===== src/shared/smcc_pkg.sv =====
// Purpose: Shared constants and types of the serializer mode and clock configuration block.
// Assumes: One 20 MHz clock, synchronous active-high reset.
// Notes: Register offsets are the byte addresses seen by the I2C target port.
package smcc_pkg;
   // ***************************************************************
   // Timing
   // ***************************************************************
   localparam int CLOCK_FREQ_MHZ = 20;
   localparam int MODE_SETTLE_TIME_NS = 1000;
   localparam int MODE_SETTLE_CYCLES = (MODE_SETTLE_TIME_NS * CLOCK_FREQ_MHZ + 999) / 1000;
   localparam logic [4:0] MODE_SETTLE_LAST = 5'(MODE_SETTLE_CYCLES - 1);

   // ***************************************************************
   // Register map
   // ***************************************************************
   localparam logic [7:0] ADDR_DEVICE_ID = 8'h00;
   localparam logic [7:0] ADDR_FORWARD_MODE = 8'h03;
   localparam logic [7:0] ADDR_LEGACY_FORMAT = 8'h04;
   localparam logic [7:0] ADDR_PLL_REFERENCE = 8'h05;
   localparam int ID_OVERRIDE_BIT = 0;
   localparam int STRAP_OVERRIDE_BIT = 4;
   localparam int MODE_DONE_BIT = 3;
   localparam int RAW10_BIT = 2;
   localparam int RAW12_BIT = 1;
   localparam int AUTOLOAD_BLOCK_BIT = 0;
   localparam int OSC_RANGE_BIT = 3;
   localparam int REFIN_DIV_LSB = 4;
   localparam logic [7:0] DEVICE_ID_RESET = 8'h00;
   localparam logic [7:0] FORWARD_MODE_RESET = 8'h00;
   localparam logic [7:0] LEGACY_FORMAT_RESET = 8'h00;
   localparam logic [7:0] PLL_REFERENCE_RESET = 8'h03;
   localparam logic [2:0] STRAP_MODE_RESET = 3'h0;
   localparam logic [6:0] STRAP_ID_RESET = 7'h00;

   // ***************************************************************
   // Types
   // ***************************************************************
   typedef enum logic [2:0] {
      MODE_SYNC = 3'b000,
      MODE_RESERVED = 3'b001,
      MODE_NONSYNC_EXT = 3'b010,
      MODE_NONSYNC_INT = 3'b011,
      MODE_LEGACY_VIDEO = 3'b101
   } smcc_mode_type;

   typedef enum logic [2:0] {
      I2C_IDLE = 3'b000,
      I2C_ADDR = 3'b001,
      I2C_ACK = 3'b010,
      I2C_WRITE = 3'b011,
      I2C_READ = 3'b100,
      I2C_RACK = 3'b101,
      I2C_RLOAD = 3'b110
   } smcc_i2c_state_type;

   typedef struct packed {
      logic strobe;
      logic [7:0] addr;
      logic [7:0] data;
   } smcc_write_type;

   // The oscillator is the reference in internal-clock mode or when no system clock is seen.
   function automatic logic smcc_uses_internal_osc(input logic [2:0] mode, input logic ext_clk);
      return (mode == MODE_NONSYNC_INT) || !ext_clk;
   endfunction
endpackage


===== src/hdl/smcc_mode_clock_config.sv =====
// Purpose: Forward-channel mode and reference-clock configuration registers.
// Assumes: Control-channel lock and format inputs run on clock_in; pins are asynchronous.
// Notes: While the power-down pin is low the registers hold their reset values, but the strapped mode and address keep their last captured values.
// How it works
// - The active mode is the strapped mode unless the override bit 4 is set.
// - Bit 3 of the mode register reads one once the captured mode has settled.
// - The mode field always reads the active mode and ignores writes while override is clear.
// - With override set, writes to the mode field become the operating mode.
// - The strapped mode is captured at every rising edge of the power-down pin.
// - Codes 000, 010 and 011 select sync, external-clock and oscillator modes; 001 is reserved.
// - Code 101 selects the legacy parallel video mode on an external clock.
// - The RAW10 bit is loaded from the control channel at receiver lock unless blocked.
// - The RAW12 bit is loaded from the control channel at receiver lock unless blocked.
// - A set auto-load block bit keeps software values of the RAW10 and RAW12 bits.
// - The divider field divides the reference by 1, 2, 4 or 8 for codes 000 to 011.
// - The oscillator is the reference in oscillator mode or without a detected system clock.
// - A clear range bit runs the oscillator at 24.2 to 25.5 MHz for 2 Gbps.
// - A set range bit runs the oscillator at 48.4 to 51 MHz for 4 Gbps.
// - Registers are reached over the I2C target port at a strapped or overridden address.
module smcc_mode_clock_config
   import smcc_pkg::*;
(
   // Clock and reset
   input wire logic clock_in,
   input wire logic reset_in,
   // Strap and status pins
   input wire logic powerdown_n_pin_in,
   input wire logic [2:0] strap_mode_in,
   input wire logic [6:0] strap_id_in,
   input wire logic ext_clock_detect_in,
   // Control channel
   input wire logic rx_lock_in,
   input wire logic [1:0] legacy_format_in,
   // I2C target pins
   input wire logic scl_in,
   input wire logic sda_in,
   output logic sda_out,
   output logic sda_oe_out,
   // Configuration outputs
   output logic [2:0] active_mode_out,
   output logic mode_done_out,
   output logic raw10_legacy_select_out,
   output logic raw12_legacy_select_out,
   output logic [2:0] refin_divider_out,
   output logic internal_osc_range_select_out,
   output logic use_internal_osc_out
);
   // ***************************************************************
   // Pin synchronisers
   // ***************************************************************
   logic pdb_meta, pdb_sync, pdb_last, clk_meta, clk_sync;
   logic [2:0] mode_meta, mode_sync;
   logic [6:0] id_meta, id_sync;

   always_ff @(posedge clock_in)
   begin
      if (reset_in)
      begin
         {pdb_meta, pdb_sync, pdb_last} <= 3'h0;
         {clk_meta, clk_sync} <= 2'h0;
         {mode_meta, mode_sync} <= 6'h00;
         {id_meta, id_sync} <= 14'h0000;
      end
      else
      begin
         {pdb_meta, pdb_sync, pdb_last} <= {powerdown_n_pin_in, pdb_meta, pdb_sync};
         {clk_meta, clk_sync} <= {ext_clock_detect_in, clk_meta};
         {mode_meta, mode_sync} <= {strap_mode_in, mode_meta};
         {id_meta, id_sync} <= {strap_id_in, id_meta};
      end
   end

   // ***************************************************************
   // I2C target
   // ***************************************************************
   logic [7:0] pointer, read_data;
   logic [6:0] active_id;
   smcc_write_type write;

   smcc_i2c_target u_i2c_target (
      .clock_in(clock_in),
      .reset_in(reset_in),
      .scl_in(scl_in),
      .sda_in(sda_in),
      .sda_out(sda_out),
      .sda_oe_out(sda_oe_out),
      .target_id_in(active_id),
      .read_data_in(read_data),
      .pointer_out(pointer),
      .write_out(write)
   );

   // ***************************************************************
   // Registers
   // ***************************************************************
   logic id_override, next_id_override, mode_override, next_mode_override;
   logic [6:0] id_written, next_id_written, strap_id, next_strap_id;
   logic [2:0] mode_written, next_mode_written, strap_mode, next_strap_mode, active_mode;
   logic mode_done, next_mode_done, fwd_spare7, next_fwd_spare7, fwd_spare5, next_fwd_spare5;
   logic [4:0] settle_count, next_settle_count, legacy_spare, next_legacy_spare;
   logic raw10, next_raw10, raw12, next_raw12, autoload_block, next_autoload_block;
   logic pll_spare7, next_pll_spare7, osc_range, next_osc_range, lock_last;
   logic [2:0] refin_div, next_refin_div, pll_spare, next_pll_spare;

   always_comb
   begin
      active_id = id_override ? id_written : strap_id;
      active_mode = mode_override ? mode_written : strap_mode;
      unique case (pointer)
         ADDR_DEVICE_ID: read_data = {active_id, id_override};
         ADDR_FORWARD_MODE: read_data = {fwd_spare7, 1'b0, fwd_spare5, mode_override,
                                         mode_done, active_mode};
         ADDR_LEGACY_FORMAT: read_data = {legacy_spare, raw10, raw12, autoload_block};
         ADDR_PLL_REFERENCE: read_data = {pll_spare7, refin_div, osc_range, pll_spare};
         default: read_data = 8'h00;
      endcase
   end

   always_comb
   begin
      next_id_override = id_override;
      next_id_written = id_written;
      next_strap_id = strap_id;
      next_mode_override = mode_override;
      next_mode_written = mode_written;
      next_strap_mode = strap_mode;
      next_mode_done = mode_done;
      next_settle_count = settle_count;
      next_fwd_spare7 = fwd_spare7;
      next_fwd_spare5 = fwd_spare5;
      next_legacy_spare = legacy_spare;
      next_raw10 = raw10;
      next_raw12 = raw12;
      next_autoload_block = autoload_block;
      next_pll_spare7 = pll_spare7;
      next_refin_div = refin_div;
      next_osc_range = osc_range;
      next_pll_spare = pll_spare;
      if (!pdb_sync)
      begin
         next_id_override = DEVICE_ID_RESET[ID_OVERRIDE_BIT];
         next_mode_override = FORWARD_MODE_RESET[STRAP_OVERRIDE_BIT];
         next_mode_done = 1'b0;
         next_settle_count = 5'h00;
         {next_fwd_spare7, next_fwd_spare5} = {FORWARD_MODE_RESET[7], FORWARD_MODE_RESET[5]};
         {next_legacy_spare, next_raw10, next_raw12, next_autoload_block} = LEGACY_FORMAT_RESET;
         {next_pll_spare7, next_refin_div, next_osc_range, next_pll_spare} = PLL_REFERENCE_RESET;
      end
      else
      begin
         if (!pdb_last)
         begin
            // Straps are sampled once per power-up so later pin noise cannot move the mode.
            next_strap_mode = mode_sync;
            next_strap_id = id_sync;
            next_settle_count = 5'h00;
            next_mode_done = 1'b0;
         end
         else if (!mode_done)
         begin
            next_settle_count = settle_count + 5'h01;
            next_mode_done = (settle_count == MODE_SETTLE_LAST);
         end
         if (write.strobe)
         begin
            unique case (write.addr)
               ADDR_DEVICE_ID:
               begin
                  next_id_override = write.data[ID_OVERRIDE_BIT];
                  if (write.data[ID_OVERRIDE_BIT])
                     next_id_written = write.data[7:1];
               end
               ADDR_FORWARD_MODE:
               begin
                  next_fwd_spare7 = write.data[7];
                  next_fwd_spare5 = write.data[5];
                  next_mode_override = write.data[STRAP_OVERRIDE_BIT];
                  if (write.data[STRAP_OVERRIDE_BIT])
                     next_mode_written = write.data[2:0];
               end
               ADDR_LEGACY_FORMAT:
               begin
                  next_legacy_spare = write.data[7:3];
                  next_raw10 = write.data[RAW10_BIT];
                  next_raw12 = write.data[RAW12_BIT];
                  next_autoload_block = write.data[AUTOLOAD_BLOCK_BIT];
               end
               ADDR_PLL_REFERENCE:
               begin
                  next_pll_spare7 = write.data[7];
                  next_refin_div = write.data[REFIN_DIV_LSB +: 3];
                  next_osc_range = write.data[OSC_RANGE_BIT];
                  next_pll_spare = write.data[2:0];
               end
               default:
               begin
               end
            endcase
         end
         // The control-channel load wins over a same-cycle software write.
         if (rx_lock_in && !lock_last && !autoload_block)
         begin
            next_raw10 = legacy_format_in[1];
            next_raw12 = legacy_format_in[0];
         end
      end
   end

   always_ff @(posedge clock_in)
   begin
      if (reset_in)
      begin
         id_override <= DEVICE_ID_RESET[ID_OVERRIDE_BIT];
         id_written <= DEVICE_ID_RESET[7:1];
         strap_id <= STRAP_ID_RESET;
         mode_override <= FORWARD_MODE_RESET[STRAP_OVERRIDE_BIT];
         mode_written <= FORWARD_MODE_RESET[2:0];
         strap_mode <= STRAP_MODE_RESET;
         mode_done <= 1'b0;
         settle_count <= 5'h00;
         {fwd_spare7, fwd_spare5} <= {FORWARD_MODE_RESET[7], FORWARD_MODE_RESET[5]};
         {legacy_spare, raw10, raw12, autoload_block} <= LEGACY_FORMAT_RESET;
         {pll_spare7, refin_div, osc_range, pll_spare} <= PLL_REFERENCE_RESET;
         lock_last <= 1'b0;
      end
      else
      begin
         id_override <= next_id_override;
         id_written <= next_id_written;
         strap_id <= next_strap_id;
         mode_override <= next_mode_override;
         mode_written <= next_mode_written;
         strap_mode <= next_strap_mode;
         mode_done <= next_mode_done;
         settle_count <= next_settle_count;
         {fwd_spare7, fwd_spare5} <= {next_fwd_spare7, next_fwd_spare5};
         {legacy_spare, raw10, raw12, autoload_block} <=
            {next_legacy_spare, next_raw10, next_raw12, next_autoload_block};
         {pll_spare7, refin_div, osc_range, pll_spare} <=
            {next_pll_spare7, next_refin_div, next_osc_range, next_pll_spare};
         lock_last <= rx_lock_in;
      end
   end

   // ***************************************************************
   // Output flops
   // ***************************************************************
   always_ff @(posedge clock_in)
   begin
      if (reset_in)
      begin
         active_mode_out <= STRAP_MODE_RESET;
         mode_done_out <= 1'b0;
         raw10_legacy_select_out <= 1'b0;
         raw12_legacy_select_out <= 1'b0;
         refin_divider_out <= PLL_REFERENCE_RESET[REFIN_DIV_LSB +: 3];
         internal_osc_range_select_out <= 1'b0;
         use_internal_osc_out <= 1'b0;
      end
      else
      begin
         active_mode_out <= active_mode;
         mode_done_out <= mode_done;
         raw10_legacy_select_out <= raw10;
         raw12_legacy_select_out <= raw12;
         refin_divider_out <= refin_div;
         internal_osc_range_select_out <= osc_range;
         use_internal_osc_out <= smcc_uses_internal_osc(active_mode, clk_sync);
      end
   end
endmodule // smcc_mode_clock_config


===== src/hdl/smcc_i2c_target.sv =====
// Purpose: I2C target port with an auto-incrementing register pointer.
// Assumes: SCL and SDA are slow against the 50 ns clock; no clock stretching.
// Notes: First data byte of a write sets the pointer, later bytes write registers.
module smcc_i2c_target
   import smcc_pkg::*;
(
   // Clock and reset
   input wire logic clock_in,
   input wire logic reset_in,
   // I2C pins
   input wire logic scl_in,
   input wire logic sda_in,
   output logic sda_out,
   output logic sda_oe_out,
   // Register side
   input wire logic [6:0] target_id_in,
   input wire logic [7:0] read_data_in,
   output logic [7:0] pointer_out,
   output smcc_write_type write_out
);
   // ***************************************************************
   // Pin synchronisers
   // ***************************************************************
   logic scl_meta, scl_sync, scl_last, sda_meta, sda_sync, sda_last;

   always_ff @(posedge clock_in)
   begin
      if (reset_in)
      begin
         {scl_meta, scl_sync, scl_last} <= 3'h7;
         {sda_meta, sda_sync, sda_last} <= 3'h7;
      end
      else
      begin
         {scl_meta, scl_sync, scl_last} <= {scl_in, scl_meta, scl_sync};
         {sda_meta, sda_sync, sda_last} <= {sda_in, sda_meta, sda_sync};
      end
   end

   // ***************************************************************
   // Protocol engine
   // ***************************************************************
   smcc_i2c_state_type state, next_state;
   logic [2:0] bit_count, next_bit_count;
   logic [7:0] shift, next_shift, pointer, next_pointer, rx_byte;
   logic read_dir, next_read_dir, have_pointer, next_have_pointer, drive, next_drive;
   logic scl_rise, scl_fall, start_seen, stop_seen;
   smcc_write_type write, next_write;

   always_comb
   begin
      rx_byte = {shift[6:0], sda_sync};
      scl_rise = scl_sync & ~scl_last;
      scl_fall = ~scl_sync & scl_last;
      start_seen = scl_sync & scl_last & sda_last & ~sda_sync;
      stop_seen = scl_sync & scl_last & ~sda_last & sda_sync;
      next_state = state;
      next_bit_count = bit_count;
      next_shift = shift;
      next_pointer = pointer;
      next_read_dir = read_dir;
      next_have_pointer = have_pointer;
      next_drive = drive;
      next_write = write;
      next_write.strobe = 1'b0;
      if (start_seen)
      begin
         next_state = I2C_ADDR;
         next_bit_count = 3'h0;
         next_drive = 1'b0;
         next_have_pointer = 1'b0;
      end
      else if (stop_seen)
      begin
         next_state = I2C_IDLE;
         next_drive = 1'b0;
      end
      else
      begin
         unique case (state)
            I2C_IDLE:
            begin
            end
            I2C_ADDR, I2C_WRITE:
            begin
               if (scl_rise)
               begin
                  next_shift = rx_byte;
                  next_bit_count = bit_count + 3'h1;
                  if (bit_count == 3'h7)
                  begin
                     next_state = I2C_ACK;
                     if (state == I2C_ADDR)
                     begin
                        next_read_dir = rx_byte[0];
                        if (rx_byte[7:1] != target_id_in)
                           next_state = I2C_IDLE;
                     end
                     else if (!have_pointer)
                     begin
                        next_pointer = rx_byte;
                        next_have_pointer = 1'b1;
                     end
                     else
                     begin
                        next_write = '{strobe: 1'b1, addr: pointer, data: rx_byte};
                        next_pointer = pointer + 8'h01;
                     end
                  end
               end
            end
            I2C_ACK:
            begin
               if (scl_fall)
               begin
                  next_drive = ~drive;
                  if (drive)
                  begin
                     next_bit_count = 3'h0;
                     next_state = read_dir ? I2C_RLOAD : I2C_WRITE;
                  end
               end
            end
            I2C_READ:
            begin
               if (scl_fall)
               begin
                  if (bit_count == 3'h7)
                  begin
                     next_drive = 1'b0;
                     next_state = I2C_RACK;
                  end
                  else
                  begin
                     next_shift = {shift[6:0], 1'b0};
                     next_drive = ~shift[6];
                     next_bit_count = bit_count + 3'h1;
                  end
               end
            end
            I2C_RACK:
            begin
               if (scl_rise)
                  next_state = sda_sync ? I2C_IDLE : I2C_RLOAD;
            end
            I2C_RLOAD:
            begin
               // Loading only while SCL is low keeps SDA stable across the high phase.
               if (!scl_sync)
               begin
                  next_shift = read_data_in;
                  next_drive = ~read_data_in[7];
                  next_pointer = pointer + 8'h01;
                  next_bit_count = 3'h0;
                  next_state = I2C_READ;
               end
            end
            default:
               next_state = I2C_IDLE;
         endcase
      end
   end

   always_ff @(posedge clock_in)
   begin
      if (reset_in)
      begin
         state <= I2C_IDLE;
         bit_count <= 3'h0;
         shift <= 8'h00;
         pointer <= 8'h00;
         read_dir <= 1'b0;
         have_pointer <= 1'b0;
         drive <= 1'b0;
         write <= '0;
         sda_out <= 1'b0;
      end
      else
      begin
         state <= next_state;
         bit_count <= next_bit_count;
         shift <= next_shift;
         pointer <= next_pointer;
         read_dir <= next_read_dir;
         have_pointer <= next_have_pointer;
         drive <= next_drive;
         write <= next_write;
         sda_out <= 1'b0;
      end
   end

   assign sda_oe_out = drive;
   assign pointer_out = pointer;
   assign write_out = write;
endmodule // smcc_i2c_target


===== config.mk =====
export PLATFORM = sky130hd
export DESIGN_NAME = smcc_mode_clock_config
export DESIGN_NICKNAME = d
export VERILOG_FILES = /design/src/shared/smcc_pkg.sv /design/src/hdl/smcc_mode_clock_config.sv /design/src/hdl/smcc_i2c_target.sv
export SDC_FILE = /design/constraint.sdc
export NUM_CORES = 1
export LEC_CHECK = 0
export ABC_AREA = 1
export BUFFER_PORTS_ARGS = -buffer_cell sky130_fd_sc_hd__buf_2
export CORE_MARGIN = 1.5
export CORE_UTILIZATION = 60
export DETAILED_ROUTE_END_ITERATION = 7
export PLACE_DENSITY = 0.87
export SETUP_SLACK_MARGIN = 0.02
export SLEW_MARGIN = 10
export SYNTH_ARGS = -nofsm -noshare
export SYNTH_HDL_FRONTEND = slang
export SYNTH_SLANG_ARGS = --single-unit
export TNS_END_PERCENT = 20

===== constraint.sdc =====
create_clock -name clock_in -period 2.1 [get_ports clock_in]
set_clock_uncertainty 0.15 [all_clocks]
set_input_delay 0.315 -clock clock_in [delete_from_list [all_inputs] [get_ports clock_in]]
set_output_delay 0.315 -clock clock_in [all_outputs]
set_load 0.02 [all_outputs]

==> key figures <==
Yosys
  • Syn Std Cell Area: 5710 µm²
  • Adder-cell share of the synthesized area: 1.31%
  • Synth Area in XOR/XNOR: 0.767%
  • Post-synthesis mux area share: 0.175%
  • Average size of a mapped cell: 7.36 µm²
  • Syn Nets: 801
  • Cell count after synthesis: 776
  • Synth unique cells: 38
  • Warnings, synthesis: 0
  • Seq/Total Area, Yosys: 45.6%
  • Synth Area in Compound Gates: 15.5%
  • Main combinational cell family by area after synthesis: simple AND/OR/NAND/NOR gates
  • Seq cells post-synth: 130
  • Post-Synth Simple-Gate Area: 27.5%

Timing
  • Period utilization: 94.3%
  • Relative slew slack: 64.5%
  • RSZ-0062 raised after global routing: true
  • Final Max Tran Viols: 0
  • Final hold viol count: 0
  • WHS: 89.8 ps
  • Fin Setup TNS: 0 ps
  • Tmin final: 1980 ps
  • Actual slew at the worst max-slew pin: 518 ps
  • Peak Freq: 505 MHz
  • Endpoints failing setup: 0

GRT
  • Total track usage: 35.3%
  • Largest net degree at the start of global routing: 30
  • Vias in the first global route: 5546
  • First-pass GRT wire length: 27100 µm
  • GRT overflow: 0
  • Initial antenna violation count: 0

Worst setup path
  • Cell breakdown of the critical path: inv_1 -> nand2_2 -> nor2_2 -> nand2_2 -> inv_1 -> nor2_1 -> nand2_4 -> a21oi_1 -> a21oi_1
  • Max stage delay cell, worst path: dfxtp_1
  • Reg2Reg Setup Slack: 120 ps
  • CP arrival: 2230 ps
  • Worst path bufs/invs: 2
  • CP delay by family, top: flip-flops
  • Reg2reg start: u_i2c_target.state[0]
  • Req. time, crit path: 2350 ps
  • Critical path peak fanout: 10
  • CP Launch Type: flop
  • Critical R2R Capture: u_i2c_target.pointer_out[6]
  • Cells on worst reg2reg path: 9
  • Setup crit end kind: flop
  • Critical Path Max Stage Delay: 590 ps
  • Kind of critical path: reg2reg

Worst hold path
  • Hold Path Class: in2reg
  • Hold depth: 4
  • Worst Hold End: fwd_spare5
  • Min-delay src: reset_in

Final layout
  • Design Area, Final: 6800 µm²
  • Nets@finish: 862
  • Ant diodes: 0
  • Synth-to-layout area growth: 19.0%
  • Layout cells sized above 1: 16.4%

Floorplanning
  • Die W: 101 µm
  • IO Pins: 32
  • Core Rows: 35
  • Initial core utilization: 61.8%
  • Die Y-Extent: 101 µm
  • Die ar.: 10100 µm²
  • CORE AREA: 9240 µm²

Power and ir drop
  • Worst VDD drop: 777 µV
  • Power Total: 6850 µW
  • P_leak: 0.00299 µW
  • Power Density: 1010 nW/µm²

Status
  • Status: finished clean

CTS
  • Worst-path clk slew: 70 ps
  • H-tree levels: 4
  • CTS sink cnt: 130
  • Root Buffer: clkbuf_8
  • Max Root-Sink Buffers: 2
  • Clock Latency Late Sink: 530 ps
  • CTS Buf Count: 17
  • CTS tree: built

Detailed routing
  • Drt total wl: 16900 µm
  • Vias per std cell: 5.66
  • Detail Route Antenna Nets: 0
  • TritonRoute pass-1 iters: 5
  • Initial DRC Count: 388
  • DRC: 0
  • Vias: 5544
  • Routed len/inst: 17.3 µm

Place
  • Placed wire-length estimate: 10400 µm
  • Placed instance area: 6030 µm²
  • Port Buf Inserts: 30
  • RD Place Congestion: 1.02

Run
  • Max-cap violation count: 0
per-stage QoR:
step	instances	setup slack, ps	util (%)
final	979	119	73.6
after global routing	979	2.10	73.6
after CTS	978	151	73.5
after detailed placement	929	221	65.3
after global placement	929	273	65.3
after floorplan	776	442	-
worst reg2reg max path, cell delays in order (launching register included):
cell and delay, ps:
dfxtp_1 590, inv_1 150, nand2_2 130, nor2_2 60
nand2_2 90, inv_1 50, nor2_1 160, nand2_4 140
a21oi_1 230, a21oi_1 110
Yosys cell counts (all sizes together):
library cell,n,share of area (%)
nor2,114,8.5
o32ai,1,0.15
o21a,1,0.13
dfxtp,130,46
xor2,5,0.77
or2,4,0.44
a31oi,3,0.33
buf,10,1.3
conb,1,0.066
ha,6,1.3
clkbuf,14,0.92
a21oi,76,7.6
nand3,48,4.2
nand4,15,1.8
mux2i,1,0.18
nand2,152,11
nor4,3,0.44
clkinv,1,0.066
inv,102,6.8
nor3,10,1.1
nand3b,1,0.13
o21ai,73,6.5
a211oi,5,0.83
cells by family after synthesis:
logic type,Yosys count
muxes,1
adders and majority gates,6
AOI/OAI and AO/OA,159
and+or+nand+nor,347
DFF,130
xor gates and xnor gates,5
other,1
buffers and inverters,127
layout make-up:
cell class / count / area, µm²
Inverter: 103 / 392
Clock inverter: 13 / 149
Multi-Input combinational cell: 519 / 2590
Fill cell: 658 / 2440
Tap cell: 129 / 161
Timing Repair Buffer: 66 / 463
Clock buffer: 19 / 442
Sequential cell: 130 / 2600
sequential cells by signal, indices dropped and copies added (netlist names), 3 cells and up:
name / count
mode_meta: 3
settle_count: 5
u_i2c_target.pointer_out: 8
mode_sync: 3
u_i2c_target.state: 3
u_i2c_target.shift: 7
refin_div: 3
refin_divider_out: 3
mode_written: 3
id_meta: 7
id_sync: 7
u_i2c_target.write_out: 17
strap_mode: 3
id_written: 7
legacy_spare: 5
pll_spare: 3
u_i2c_target.bit_count: 3
strap_id: 7
active_mode_out: 3
cells in the final DEF (no fill, tap or decap), types with 5 or more instances in the layout:
| cell | instances |
|---|---|
| nor2_1 | 105 |
| nand3_1 | 48 |
| inv_2 | 11 |
| dlygate4sd3_1 | 17 |
| o21ai_1 | 10 |
| nor3_1 | 8 |
| nand2_1 | 142 |
| buf_4 | 19 |
| nand4_1 | 14 |
| a21oi_1 | 62 |
| dfxtp_1 | 130 |
| nor2_4 | 7 |
| a21oi_2 | 14 |
| nand2_4 | 6 |
| buf_2 | 30 |
| inv_1 | 89 |
| xor2_1 | 5 |
| o21ai_0 | 61 |
| ha_1 | 6 |
| clkbuf_16 | 16 |
power breakdown:
group	internal, µW	total [µW]	leakage, µW	switching, µW
clock	1770	2970	0.000288	1190
combinational	393	1130	0.00164	734
sequential	2590	2750	0.00106	158
total	4760	6850	0.00299	2080
how the worst max path moves through the flow:
stage                                      startpoint                          end  depth (start not counted)
final                           u_i2c_target.state[0]  u_i2c_target.pointer_out[6]                          9
after global routing        u_i2c_target.bit_count[0]    u_i2c_target.write_out[8]                          9
after CTS                   u_i2c_target.bit_count[0]   u_i2c_target.write_out[13]                          9
after detailed placement    u_i2c_target.bit_count[0]    u_i2c_target.write_out[8]                          9
after global placement          u_i2c_target.state[0]  u_i2c_target.pointer_out[5]                          9
after floorplan           u_i2c_target.pointer_out[0]        u_i2c_target.shift[3]                          8
routing by layer:
layer  up-vias  wire [µm]  global-route usage, %
li1       2628          -                      -
met5         -          0                      0
met1      2556       6620                   40.7
met4         0        825                   20.4
met2       277       8220                   59.3
met3        83       1240                   9.15
repair_timing:
action,in CTS,in global routing
endpoints found under the hold margin,17,0
setup endpoints to repair,0,11
setup buffers,0,1
hold buffers,17,0
gates resized for setup,0,1
Power figures use the tool's default switching activity.
